$ cat src/rtl/bsal_defines.vh
// Purpose: shared constants of the battery status and alarm logic
// Assumes: included by bare name from the rtl files
// Notes:   definitions only
`ifndef BSAL_DEFINES_VH
`define BSAL_DEFINES_VH

// ----------------------------------------------------------------------
// host command codes
// ----------------------------------------------------------------------
`define BSAL_CMD_CAP_ALARM      8'h01
`define BSAL_CMD_TIME_ALARM     8'h02
`define BSAL_CMD_VOLTAGE        8'h09
`define BSAL_CMD_ERR_MARGIN     8'h0C
`define BSAL_CMD_FULL_CAP       8'h10
`define BSAL_CMD_CHG_CURRENT    8'h14
`define BSAL_CMD_CHG_VOLTAGE    8'h15
`define BSAL_CMD_STATUS         8'h16
`define BSAL_CMD_RESET          8'h44
`define BSAL_RESET_KEY          16'h8009
`define BSAL_ERR_MARGIN_BLOCK   16'h0002
`define BSAL_ERR_MARGIN_RST     16'h0000

// ----------------------------------------------------------------------
// error codes, low nibble of the status word
// ----------------------------------------------------------------------
`define BSAL_ERR_OK             4'h0
`define BSAL_ERR_UNSUPPORTED    4'h3
`define BSAL_ERR_DENIED         4'h4

// ----------------------------------------------------------------------
// status word bit positions
// ----------------------------------------------------------------------
`define BSAL_ST_OVER_CHARGE     15
`define BSAL_ST_STOP_CHARGING   14
`define BSAL_ST_RISE_RATE       13
`define BSAL_ST_OVER_TEMP       12
`define BSAL_ST_STOP_DRAINING   11
`define BSAL_ST_CAP_ALARM       9
`define BSAL_ST_TIME_ALARM      8
`define BSAL_ST_READY           7
`define BSAL_ST_DRAINING        6
`define BSAL_ST_FULL            5
`define BSAL_ST_EMPTY           4

// ----------------------------------------------------------------------
// eeprom image layout, low byte addresses
// ----------------------------------------------------------------------
`define BSAL_EE_DESIGN_CAP      5'h00
`define BSAL_EE_INIT_VOLTAGE    5'h02
`define BSAL_EE_FAST_CURRENT    5'h04
`define BSAL_EE_FAST_VOLTAGE    5'h06
`define BSAL_EE_CAP_ALARM       5'h08
`define BSAL_EE_PRIMARY_FLAGS   5'h0A
`define BSAL_EE_SECONDARY_FLAGS 5'h0B
`define BSAL_EE_CURRENT_GAIN    5'h0C
`define BSAL_EE_FIRST_EMPTY     5'h0E
`define BSAL_EE_FINAL_EMPTY     5'h10
`define BSAL_EE_LAST            5'h11
`define BSAL_WRITE_LOCK_BIT     4

// ----------------------------------------------------------------------
// thresholds and scaling
// ----------------------------------------------------------------------
`define BSAL_TEMP_CLEAR_DC      16'h01F4
`define BSAL_EMPTY_CLEAR_PCT    8'h14
`define BSAL_CURRENT_SHIFT      10

`endif

$ cat src/rtl/bsal_flag_cell.v
// Purpose: one status or alarm flag with set and clear conditions
// Assumes: eval is a one-cycle measurement update pulse
// Notes:   set beats clear; init_clr beats both
`timescale 1ns/1ps
`default_nettype none

module bsal_flag_cell (
    input  wire sys_clk,
    input  wire rst_n,
    input  wire init_clr,
    input  wire eval,
    input  wire set_cond,
    input  wire clr_cond,
    output reg  flag_ff
);

    reg nxt_flag;

    always @* begin
        nxt_flag = flag_ff;
        if (init_clr) begin
            nxt_flag = 1'b0;
        end else if (eval && set_cond) begin
            nxt_flag = 1'b1;
        end else if (eval && clr_cond) begin
            nxt_flag = 1'b0;
        end
    end

    always @(posedge sys_clk or negedge rst_n) begin
        if (!rst_n) begin
            flag_ff <= 1'b0;
        end else begin
            flag_ff <= nxt_flag;
        end
    end

endmodule // bsal_flag_cell

`default_nettype wire

$ cat src/rtl/bsal_status_core.v
// Purpose: battery status word, alarm flags and eeprom start-up image
// Assumes: host, eeprom reader and measurement inputs share sys_clk
// Notes:   the serial link framing lives outside; this block sees decoded
//          one-cycle read and write strobes with a command code
`timescale 1ns/1ps
`default_nettype none
`include "bsal_defines.vh"

module bsal_status_core #(
    parameter FULL_PCT = 96
) (
    input  wire        sys_clk,
    input  wire        rst_n,
    input  wire        host_rd,
    input  wire        host_wr,
    input  wire [7:0]  host_cmd,
    input  wire [15:0] host_wdata,
    output reg  [15:0] host_rdata_ff,
    output reg         host_ack_ff,
    output reg         ee_rd_req_ff,
    output reg  [4:0]  ee_addr_ff,
    input  wire        ee_rd_valid,
    input  wire [7:0]  ee_rd_data,
    output reg         image_ready_ff,
    input  wire        meas_update,
    input  wire        charging,
    input  wire        valid_charge,
    input  wire        over_current,
    input  wire        over_voltage,
    input  wire        temp_over_max,
    input  wire        rise_rate_over,
    input  wire [15:0] temp_deci_c,
    input  wire [15:0] voltage_mv,
    input  wire [15:0] remaining_charge,
    input  wire [7:0]  rel_charge_pct,
    input  wire [15:0] avg_time_to_empty,
    input  wire [15:0] raw_current,
    input  wire        learn_valid,
    input  wire [15:0] learned_capacity,
    output reg  [15:0] scaled_current_ff,
    output reg  [15:0] learned_full_capacity_ff,
    output reg  [15:0] charge_current_req_ff,
    output reg  [15:0] charge_voltage_req_ff,
    output reg  [15:0] first_empty_voltage_threshold_ff,
    output reg  [7:0]  secondary_flag_byte_ff,
    output reg         rm_load_ff,
    output reg  [15:0] rm_load_value_ff
);

    // ------------------------------------------------------------------
    // loader states
    // ------------------------------------------------------------------
    localparam [1:0] LD_IDLE = 2'b00;
    localparam [1:0] LD_REQ  = 2'b01;
    localparam [1:0] LD_WAIT = 2'b10;
    localparam [1:0] LD_DONE = 2'b11;

    reg [1:0]  ld_state_ff;
    reg [7:0]  low_byte_ff;
    reg [15:0] voltage_rep_ff;
    reg [15:0] fast_current_ff;
    reg [15:0] fast_voltage_ff;
    reg [15:0] cap_alarm_ff;
    reg [15:0] time_alarm_ff;
    reg [7:0]  primary_flag_byte_ff;
    reg [15:0] current_gain_ff;
    reg [15:0] final_empty_voltage_threshold_ff;
    reg [15:0] error_margin_register_ff;
    reg [3:0]  err_code_ff;
    reg        reload_ff;

    wire [15:0] word_in = {ee_rd_data, low_byte_ff};
    wire [15:0] neg_word = 16'h0000 - word_in;
    wire        write_lock_bit = primary_flag_byte_ff[`BSAL_WRITE_LOCK_BIT];
    wire        eval = meas_update & image_ready_ff;

    // ------------------------------------------------------------------
    // flag conditions
    // ------------------------------------------------------------------
    wire heat_cond  = temp_over_max | rise_rate_over;
    wire stop_cond  = over_current | over_voltage | heat_cond;
    wire [31:0] full_prod = learned_full_capacity_ff * FULL_PCT;
    wire [31:0] full_prod_div = full_prod / 32'd100;
    // saturate rather than wrap if the percentage is set above one hundred
    wire [15:0] full_target = (full_prod_div[31:16] != 16'h0000) ? 16'hFFFF :
                              full_prod_div[15:0];
    wire at_final  = voltage_mv <= final_empty_voltage_threshold_ff;
    wire valid_term = charging & heat_cond;

    wire f_over_charge;
    wire f_stop_charging;
    wire f_rise_rate;
    wire f_over_temp;
    wire f_stop_draining;
    wire f_cap_alarm;
    wire f_time_alarm;
    wire f_ready;
    wire f_draining;
    wire f_full;
    wire f_empty;

    // ------------------------------------------------------------------
    // status and alarm flags
    // ------------------------------------------------------------------
    bsal_flag_cell u_over_charge (.sys_clk(sys_clk), .rst_n(rst_n), .init_clr(reload_ff),
        .eval(eval), .set_cond(valid_term),
        .clr_cond(~charging | ~heat_cond), .flag_ff(f_over_charge));
    bsal_flag_cell u_stop_charging (.sys_clk(sys_clk), .rst_n(rst_n), .init_clr(reload_ff),
        .eval(eval), .set_cond(charging & stop_cond),
        .clr_cond(~charging | ~stop_cond), .flag_ff(f_stop_charging));
    bsal_flag_cell u_rise_rate (.sys_clk(sys_clk), .rst_n(rst_n), .init_clr(reload_ff),
        .eval(eval), .set_cond(rise_rate_over),
        .clr_cond(~rise_rate_over), .flag_ff(f_rise_rate));
    bsal_flag_cell u_over_temp (.sys_clk(sys_clk), .rst_n(rst_n), .init_clr(reload_ff),
        .eval(eval), .set_cond(temp_over_max),
        .clr_cond(temp_deci_c < `BSAL_TEMP_CLEAR_DC), .flag_ff(f_over_temp));
    bsal_flag_cell u_stop_draining (.sys_clk(sys_clk), .rst_n(rst_n), .init_clr(reload_ff),
        .eval(eval), .set_cond(at_final),
        .clr_cond(~at_final), .flag_ff(f_stop_draining));
    bsal_flag_cell u_cap_alarm (.sys_clk(sys_clk), .rst_n(rst_n), .init_clr(reload_ff),
        .eval(eval), .set_cond(remaining_charge < cap_alarm_ff),
        .clr_cond(cap_alarm_ff < remaining_charge), .flag_ff(f_cap_alarm));
    bsal_flag_cell u_time_alarm (.sys_clk(sys_clk), .rst_n(rst_n), .init_clr(reload_ff),
        .eval(eval), .set_cond(~charging & (avg_time_to_empty < time_alarm_ff)),
        .clr_cond((time_alarm_ff < avg_time_to_empty) | valid_charge),
        .flag_ff(f_time_alarm));
    bsal_flag_cell u_ready (.sys_clk(sys_clk), .rst_n(rst_n), .init_clr(reload_ff),
        .eval(eval), .set_cond(f_full | f_empty),
        .clr_cond(1'b0), .flag_ff(f_ready));
    bsal_flag_cell u_draining (.sys_clk(sys_clk), .rst_n(rst_n), .init_clr(reload_ff),
        .eval(eval), .set_cond(~charging),
        .clr_cond(charging), .flag_ff(f_draining));
    bsal_flag_cell u_full (.sys_clk(sys_clk), .rst_n(rst_n), .init_clr(reload_ff),
        .eval(eval), .set_cond(valid_term),
        .clr_cond(remaining_charge < full_target), .flag_ff(f_full));
    bsal_flag_cell u_empty (.sys_clk(sys_clk), .rst_n(rst_n), .init_clr(reload_ff),
        .eval(eval), .set_cond(at_final),
        .clr_cond(rel_charge_pct >= `BSAL_EMPTY_CLEAR_PCT), .flag_ff(f_empty));

    wire [15:0] status_word;
    assign status_word = {f_over_charge, f_stop_charging, f_rise_rate, f_over_temp,
                          f_stop_draining, 1'b0, f_cap_alarm, f_time_alarm,
                          f_ready, f_draining, f_full, f_empty, err_code_ff};

    // ------------------------------------------------------------------
    // host command decode
    // ------------------------------------------------------------------
    reg        rd_known;
    reg [15:0] rd_value;
    reg        wr_known;
    always @* begin
        rd_known = 1'b1;
        rd_value = 16'h0000;
        case (host_cmd)
            `BSAL_CMD_CAP_ALARM:   rd_value = cap_alarm_ff;
            `BSAL_CMD_TIME_ALARM:  rd_value = time_alarm_ff;
            `BSAL_CMD_VOLTAGE:     rd_value = voltage_rep_ff;
            `BSAL_CMD_ERR_MARGIN:  rd_value = error_margin_register_ff;
            `BSAL_CMD_FULL_CAP:    rd_value = learned_full_capacity_ff;
            `BSAL_CMD_CHG_CURRENT: rd_value = charge_current_req_ff;
            `BSAL_CMD_CHG_VOLTAGE: rd_value = charge_voltage_req_ff;
            `BSAL_CMD_STATUS:      rd_value = status_word;
            default:               rd_known = 1'b0;
        endcase
        wr_known = (host_cmd == `BSAL_CMD_CAP_ALARM) || (host_cmd == `BSAL_CMD_TIME_ALARM) ||
                   (host_cmd == `BSAL_CMD_ERR_MARGIN) || (host_cmd == `BSAL_CMD_RESET);
    end

    wire wr_ok = host_wr & ~write_lock_bit & wr_known & image_ready_ff;
    wire soft_reset = wr_ok && (host_cmd == `BSAL_CMD_RESET) &&
                      (host_wdata == `BSAL_RESET_KEY) &&
                      (error_margin_register_ff != `BSAL_ERR_MARGIN_BLOCK);

    // ------------------------------------------------------------------
    // host answers and error code
    // ------------------------------------------------------------------
    always @(posedge sys_clk or negedge rst_n) begin
        if (!rst_n) begin
            host_ack_ff   <= 1'b0;
            host_rdata_ff <= 16'h0000;
            err_code_ff   <= `BSAL_ERR_OK;
        end else begin
            host_ack_ff <= host_rd | host_wr;
            if (host_rd) begin
                host_rdata_ff <= rd_value;
            end
            // a new error in the same cycle wins over the read clear
            if (host_rd && !rd_known) begin
                err_code_ff <= `BSAL_ERR_UNSUPPORTED;
            end else if (host_wr && !wr_known) begin
                err_code_ff <= rd_known ? `BSAL_ERR_DENIED : `BSAL_ERR_UNSUPPORTED;
            end else if (host_wr && write_lock_bit) begin
                err_code_ff <= `BSAL_ERR_DENIED;
            end else if (host_rd || reload_ff) begin
                err_code_ff <= `BSAL_ERR_OK;
            end
        end
    end

    // ------------------------------------------------------------------
    // eeprom image loader
    // ------------------------------------------------------------------
    always @(posedge sys_clk or negedge rst_n) begin
        if (!rst_n) begin
            ld_state_ff    <= LD_IDLE;
            ee_rd_req_ff   <= 1'b0;
            ee_addr_ff     <= `BSAL_EE_DESIGN_CAP;
            image_ready_ff <= 1'b0;
            reload_ff      <= 1'b1;
        end else begin
            reload_ff <= soft_reset;
            case (ld_state_ff)
                LD_IDLE: begin
                    image_ready_ff <= 1'b0;
                    ee_addr_ff     <= `BSAL_EE_DESIGN_CAP;
                    ld_state_ff    <= LD_REQ;
                end
                LD_REQ: begin
                    ee_rd_req_ff <= 1'b1;
                    ld_state_ff  <= LD_WAIT;
                end
                LD_WAIT: begin
                    if (ee_rd_valid) begin
                        ee_rd_req_ff <= 1'b0;
                        if (ee_addr_ff == `BSAL_EE_LAST) begin
                            ld_state_ff <= LD_DONE;
                        end else begin
                            ee_addr_ff  <= ee_addr_ff + 5'h01;
                            ld_state_ff <= LD_REQ;
                        end
                    end
                end
                LD_DONE: begin
                    image_ready_ff <= ~soft_reset;
                    if (soft_reset) begin
                        ld_state_ff <= LD_IDLE;
                    end
                end
                default: ld_state_ff <= LD_IDLE;
            endcase
        end
    end

    // ------------------------------------------------------------------
    // image fields and host writable settings
    // ------------------------------------------------------------------
    wire ee_take = (ld_state_ff == LD_WAIT) & ee_rd_valid;
    always @(posedge sys_clk or negedge rst_n) begin
        if (!rst_n) begin
            low_byte_ff                      <= 8'h00;
            learned_full_capacity_ff         <= 16'h0000;
            voltage_rep_ff                   <= 16'h0000;
            fast_current_ff                  <= 16'h0000;
            fast_voltage_ff                  <= 16'h0000;
            cap_alarm_ff                     <= 16'h0000;
            time_alarm_ff                    <= 16'h0000;
            primary_flag_byte_ff             <= 8'h00;
            secondary_flag_byte_ff           <= 8'h00;
            current_gain_ff                  <= 16'h0000;
            first_empty_voltage_threshold_ff <= 16'h0000;
            final_empty_voltage_threshold_ff <= 16'h0000;
            error_margin_register_ff         <= `BSAL_ERR_MARGIN_RST;
        end else begin
            if (ee_take) begin
                low_byte_ff <= ee_rd_data;
                case (ee_addr_ff)
                    `BSAL_EE_DESIGN_CAP + 5'h01:   learned_full_capacity_ff <= word_in;
                    `BSAL_EE_INIT_VOLTAGE + 5'h01: voltage_rep_ff <= word_in;
                    `BSAL_EE_FAST_CURRENT + 5'h01: fast_current_ff <= word_in;
                    `BSAL_EE_FAST_VOLTAGE + 5'h01: fast_voltage_ff <= word_in;
                    `BSAL_EE_CAP_ALARM + 5'h01:    cap_alarm_ff <= word_in;
                    `BSAL_EE_PRIMARY_FLAGS:        primary_flag_byte_ff <= ee_rd_data;
                    `BSAL_EE_SECONDARY_FLAGS:      secondary_flag_byte_ff <= ee_rd_data;
                    `BSAL_EE_CURRENT_GAIN + 5'h01: current_gain_ff <= word_in;
                    `BSAL_EE_FIRST_EMPTY + 5'h01:
                        first_empty_voltage_threshold_ff <= neg_word;
                    `BSAL_EE_FINAL_EMPTY + 5'h01:
                        final_empty_voltage_threshold_ff <= neg_word;
                    default: ;
                endcase
            end else begin
                if (learn_valid && image_ready_ff) begin
                    learned_full_capacity_ff <= learned_capacity;
                end
                if (eval) begin
                    voltage_rep_ff <= voltage_mv;
                end
                if (wr_ok && host_cmd == `BSAL_CMD_CAP_ALARM) begin
                    cap_alarm_ff <= host_wdata;
                end
                if (wr_ok && host_cmd == `BSAL_CMD_TIME_ALARM) begin
                    time_alarm_ff <= host_wdata;
                end
                if (wr_ok && host_cmd == `BSAL_CMD_ERR_MARGIN) begin
                    error_margin_register_ff <= host_wdata;
                end
            end
        end
    end

    // ------------------------------------------------------------------
    // charger requests, current scaling, charge top-up
    // ------------------------------------------------------------------
    wire [31:0] cur_prod = raw_current * current_gain_ff;
    always @(posedge sys_clk or negedge rst_n) begin
        if (!rst_n) begin
            charge_current_req_ff <= 16'h0000;
            charge_voltage_req_ff <= 16'h0000;
            scaled_current_ff     <= 16'h0000;
            rm_load_ff            <= 1'b0;
            rm_load_value_ff      <= 16'h0000;
        end else begin
            charge_current_req_ff <= f_stop_charging ? 16'h0000 : fast_current_ff;
            charge_voltage_req_ff <= fast_voltage_ff;
            scaled_current_ff     <= cur_prod[`BSAL_CURRENT_SHIFT +: 16];
            // charge is only ever raised, never lowered, at termination
            rm_load_ff <= eval & valid_term & (remaining_charge < full_target);
            if (eval && valid_term) begin
                rm_load_value_ff <= full_target;
            end
        end
    end

endmodule // bsal_status_core

`default_nettype wire

$ cat config.mk
export PLATFORM = sky130hd
export DESIGN_NAME = bsal_status_core
export DESIGN_NICKNAME = d
export VERILOG_FILES = /design/src/rtl/bsal_flag_cell.v /design/src/rtl/bsal_status_core.v
export VERILOG_INCLUDE_DIRS = /design/src /design/src/rtl
export SDC_FILE = /design/constraint.sdc
export NUM_CORES = 1
export LEC_CHECK = 0
export BUFFER_PORTS_ARGS = -buffer_cell sky130_fd_sc_hd__buf_4
export CAP_MARGIN = 20
export CORE_MARGIN = 4
export CORE_UTILIZATION = 40
export DETAILED_ROUTE_END_ITERATION = 6
export HOLD_SLACK_MARGIN = 0.08
export SLEW_MARGIN = 20
export SYNTH_ARGS = -nofsm -noshare
export SYNTH_HDL_FRONTEND = slang
export SYNTH_SLANG_ARGS = --single-unit
$ cat constraint.sdc
create_clock -name sys_clk -period 23.5 [get_ports sys_clk]
set_input_delay 1.175 -clock sys_clk [delete_from_list [all_inputs] [get_ports sys_clk]]
set_output_delay 1.175 -clock sys_clk [all_outputs]
set_load 0.02 [all_outputs]
# == Yosys cells after proc, flatten, opt, wreduce, memory -nomap -nowiden ==
# Index checks and enable logic that the tools add are counted.
# totals
register_bits,288
input_bits,149
output_inout_bits,129
elab_cells,237
# classes
addsub,2
multipliers,2
n_div,1
n_lt_le_gt_ge,8
eq_ne,30
mux,60
n_bitwise,26
reduce_logical,71
# op_table
cell,n
$mux 16,11
$pmux 16 s8,1
$lt 16x16->1,5
$mux 1,34
$div 23x7->32 const B,1
$eq 8x5->1 const B,4
$reduce_bool 3->1,10
$logic_and 1x1->1,29
$reduce_and 2->1,14
$mul 16x16->26,1
$eq 5x4->1 const B,5
$mul 16x2->18 const B,1
$eq 16x16->1 const B,1
$eq 8x4->1 const B,2
$le 16x16->1,1
$lt 16x9->1 const B,1
$mux 4,4
$ne 16x2->1 const B,1
$reduce_bool 16->1,1
$sub 1x16->16 const A,1
$reduce_bool 2->1,7
$and 1x1->1,10
$eq 5x3->1 const B,2
$mux 5,2
25 further kinds,51

# == Longest topological paths before layout ==
# logic_depth
depth_word,11
ltp_mapped,81
depth_no_buf,65

# == Cells and area by module ==
# From an unflattened synthesis, not the netlist that was laid out.
# hier_totals
cells_unflattened,3425
area_unflattened_um2,30057.6
# modules_own_cells
module,instances,cells_per_inst,area_each_um2,seq_area_each_um2
bsal_status_core,1,3381,29534.6,6782.8
bsal_flag_cell,11,4,47.5,25.0

# == Least setup slack after synthesis ==
# Ideal clock, no wire load.
# synth_timing
path_type,reg2reg
from,register learned_full_capacity_ff[0]
to,register u_full.flag_ff
setup_ns,0.082
arrival_time_ns,17.436
path_slack_ns,5.982
path_stages_with_launch,70
period_less_slack_ns,17.518
cell_sequence,dfrtp_1 ha_1 inv_1 fa_1 and2b_1 o2111ai_2 a21oi_2 o2111ai_2 a211o_1 or4_4 and3_1 buf_6 a311o_1 and2_4 buf_6 and3_4 o311ai_4 buf_6 [34 not listed] inv_1 ha_1 nand3_1 o32ai_4 a2111o_1 buf_2 nand2_1 o21ai_0 ha_1 a2111oi_4 xor2_1 or4_1 a2111oi_0 a31oi_1 a2111oi_1 o21a_1 o21ai_1 a31oi_1
# synth_via
elab_chain_len,7
# synth_rtl
item,line,text
"start, declared",bsal_status_core.v:41,"output reg [15:0] learned_full_capacity_ff,"
"start signal, assigned",bsal_status_core.v:267,`BSAL_EE_DESIGN_CAP + 5'h01: learned_full_capacity_ff <= word_in;
"start signal, assigned",bsal_status_core.v:283,learned_full_capacity_ff <= learned_capacity;
$mul 16x2->18 *,bsal_status_core.v:82,wire [31:0] full_prod = learned_full_capacity_ff * FULL_PCT;
$div 23x7->32 *,bsal_status_core.v:83,wire [31:0] full_prod_div = full_prod / 32'd100;
$reduce_bool 16->1,bsal_status_core.v:85,wire [15:0] full_target = (full_prod_div[31:16] != 16'h0000) ? 16'hFFFF :
$mux 16 *,bsal_status_core.v:85,
$lt 16x16->1 *,bsal_status_core.v:135,".clr_cond(remaining_charge < full_target), .flag_ff(f_full));"
$logic_and 1x1->1 *,bsal_flag_cell.v:25,end else if (eval && clr_cond) begin
$reduce_bool 3->1 (no line) *,--,
"end signal, assigned",bsal_flag_cell.v:34,flag_ff <= nxt_flag;
"end, declared",bsal_flag_cell.v:14,output reg flag_ff
# Every way passes the cells marked *; elsewhere a longest branch is shown, timed or not.
# A chain may end at the register's enable or synchronous reset.

# == Worst setup path after layout ==
# Same ends and word-level chain as after synthesis.

==> flow_summary.ini <==
[timing]
max_freq_ghz = 0.0454
setup_tns_ns = 0
relSlewSlack = 0.232
fin_crit_ns = 22.01
setup_viol = 0
slew_viol_final = 0
tightest_slew_ns = 1.14
whs_ns = 0.370
grt_setup_unrepaired = no
fin_crit_sh = 0.936
final-hold-violation-count = 0
clock_skew_ns = 0.0523

[worst_hold_path]
hold_end = charge_voltage_req_ff[15]
hold_path_class = reg -> reg
hp-start = fast_voltage_ff[15]
min_path_cells = 0

[setup_path]
required_ns = 23.91
critPathMaxFanout = 16
criticalPathCategory = reg -> reg
r2r_setup_slack_ns = 1.49
crit_slowest_cell = or4_1
arrival_ns = 22.42
worstReg2RegEnd = u_full.flag_ff
crit_path_start_kind = flip-flop
rr_worst_depth = 65
setup.worst_path.end_class = flip-flop
r2r-start = learned_full_capacity_ff[0]
worst_path_largest_cell_delay_ns = 0.81

[run_status]
outcome = complete, no violations

[floorplan]
start_util = 0.404
io_pins = 278
die_w_um = 283
die_area_um2 = 79900
rows = 100
die_y_um = 283
coreArea_um2 = 74600

[clock_network]
tritoncts = done
root_buffer = clkbuf_16
h-tree-depth = 2
numClockSinks = 282
clk-insertion-delay-late_ns = 0.60
cts_buffers = 35
cts.path.max_buffers = 3
clkTransAtPathRegs_ns = 0.06

[global_routing]
met2_usage = 0.416
grt_pass1_vias = 26700
grt_use_met1 = 0.345
grt_pass1_wl_um = 159000
grt_use_met3 = 0.0556
grt-ovfl-total = 0
grt_max_degree = 175
grt_util_all_layers = 0.256
antenna_found_initial = 4
busiest_layer = met2

[layout]
utilization = 0.459
layout-drive-gt1-share = 0.159
nNetsFinal = 4208
synthToLayoutAreaGrowth_pct = 13.5

[routing]
drc_errors = 0
drtIter0Drc = 2041
post_drt_wl_per_cell_um = 22.2
drtAntennaViolNets = 0
wirelength_um = 105000
via_count = 27800
routed_via_density = 5.91
first_pass_iters = 6

[logic_synthesis]
yosys.cell_count.top_type = nand2_1
ys_ff_latch = 282
ys_types = 129
yosysWarnings = 0
yosys.area.top_type = dfrtp_1
syn_nets = 4030
synth_cells = 3530
synth_ff_type = dfrtp_1
yosys-top-cells-count = 430 x nand2_1, 281 x dfrtp_1, 278 x inv_1, 204 x nor2_1, 197 x a21oi_1
synth-edff-count = 0
synth_top_area_share = 0.233
synth.avg_cell_area_um2 = 8.54
synth.cell_area_um2 = 30200
ys_seq_area_frac = 0.234
yosys-top-cells-area = dfrtp_1 23%, fa_1 12%, ha_1 7.1%
async_reset_ff_frac = 1.00

[placement]
gp_congestion = 0.933
port_buffers = 273
dpl.hpwl_um = 81100

[run]
drv_cap = 0
cells in the final DEF (no fill, tap or decap), types with 36 or more instances in the layout:
master / instances
dfrtp_1: 281
o21a_1: 37
and3_1: 41
a31oi_1: 48
nor2_1: 204
ha_1: 170
xnor2_1: 86
buf_4: 309
fa_1: 181
mux2_2: 100
and2_1: 112
o211ai_1: 37
inv_1: 278
nand4_1: 42
nand2b_1: 36
a21oi_1: 197
nand2_1: 429
mux2i_1: 52
a21o_1: 47
nand3_1: 108
o21ai_0: 170
nor3_1: 83
a211oi_1: 40
cell type report:
class / instances / area, um2
fillers: 7398 / 40300
multi-input cells: 2797 / 21400
flip-flops and latches: 282 / 7060
repair buffers: 313 / 2390
well taps: 969 / 1210
inverters: 279 / 1050
clock buffers: 50 / 962
clock inverters: 14 / 189
diodes: 3 / 7.51
cell families (layout without fill, tap and decap cells):
| family | Yosys count | after routing | synth area share |
|---|---|---|---|
| adders and majority gates | 352 | 352 | 0.191 |
| and+or+nand+nor | 1258 | 1258 | 0.206 |
| muxes | 157 | 157 | 0.0565 |
| buffers and inverters | 451 | 656 | 0.0604 |
| DFF | 282 | 282 | 0.234 |
| AOI/OAI and AO/OA | 903 | 903 | 0.214 |
| other | 0 | 3 | 0 |
| xor gates and xnor gates | 127 | 127 | 0.0381 |
worst max-delay path by stage:
stage | slack, ns | startpoint | cells past startpoint | endpoint
finish | 1.49 | learned_full_capacity_ff[0] | 65 | u_full.flag_ff
global route | 0.15 | learned_full_capacity_ff[0] | 66 | u_full.flag_ff
CTS | 1.11 | learned_full_capacity_ff[0] | 65 | u_full.flag_ff
detailed placement | 1.16 | learned_full_capacity_ff[0] | 65 | u_full.flag_ff
global placement | 1.40 | learned_full_capacity_ff[0] | 65 | u_full.flag_ff
floorplan | 5.98 | learned_full_capacity_ff[0] | 69 | u_full.flag_ff
critical path, delay by kind of cell, from the launching register on:
kind	cells	cell delay, ns
adders and majority gates	5	1.46
buffers and inverters	4	0.44
muxes	4	1.60
AOI/OAI and AO/OA	26	8.75
and+or+nand+nor	26	8.85
DFF	1	0.67
metrics by stage:
step / cells / setup WS [ns] / instance area [um2]
2_1_floorplan: 3530 / 5.98 / 30200
3_3_place_gp: 4631 / 1.40 / 33000
3_5_place_dp: 4631 / 1.16 / 33000
4_1_cts: 4695 / 1.11 / 34100
5_1_grt: 4704 / 0.155 / 34200
6_report: 4707 / 1.49 / 34200
what timing repair did:
action,in CTS,in global routing
setup buffers,0,8
resized for setup,0,6
endpoints found under the hold margin,0,0
endpoints found under the setup margin,0,3
hold buffers,0,0
per-layer routing:
metal | vias up | routed length, um
met5 | - | 27
met1 | 13600 | 44600
li1 | 13000 | -
met3 | 155 | 8630
met2 | 1064 | 48200
met4 | 4 | 3040
Power is left out: the tool's default activity adds up to more than one toggle a clock period on the data nets, which glitch-free logic cannot reach.
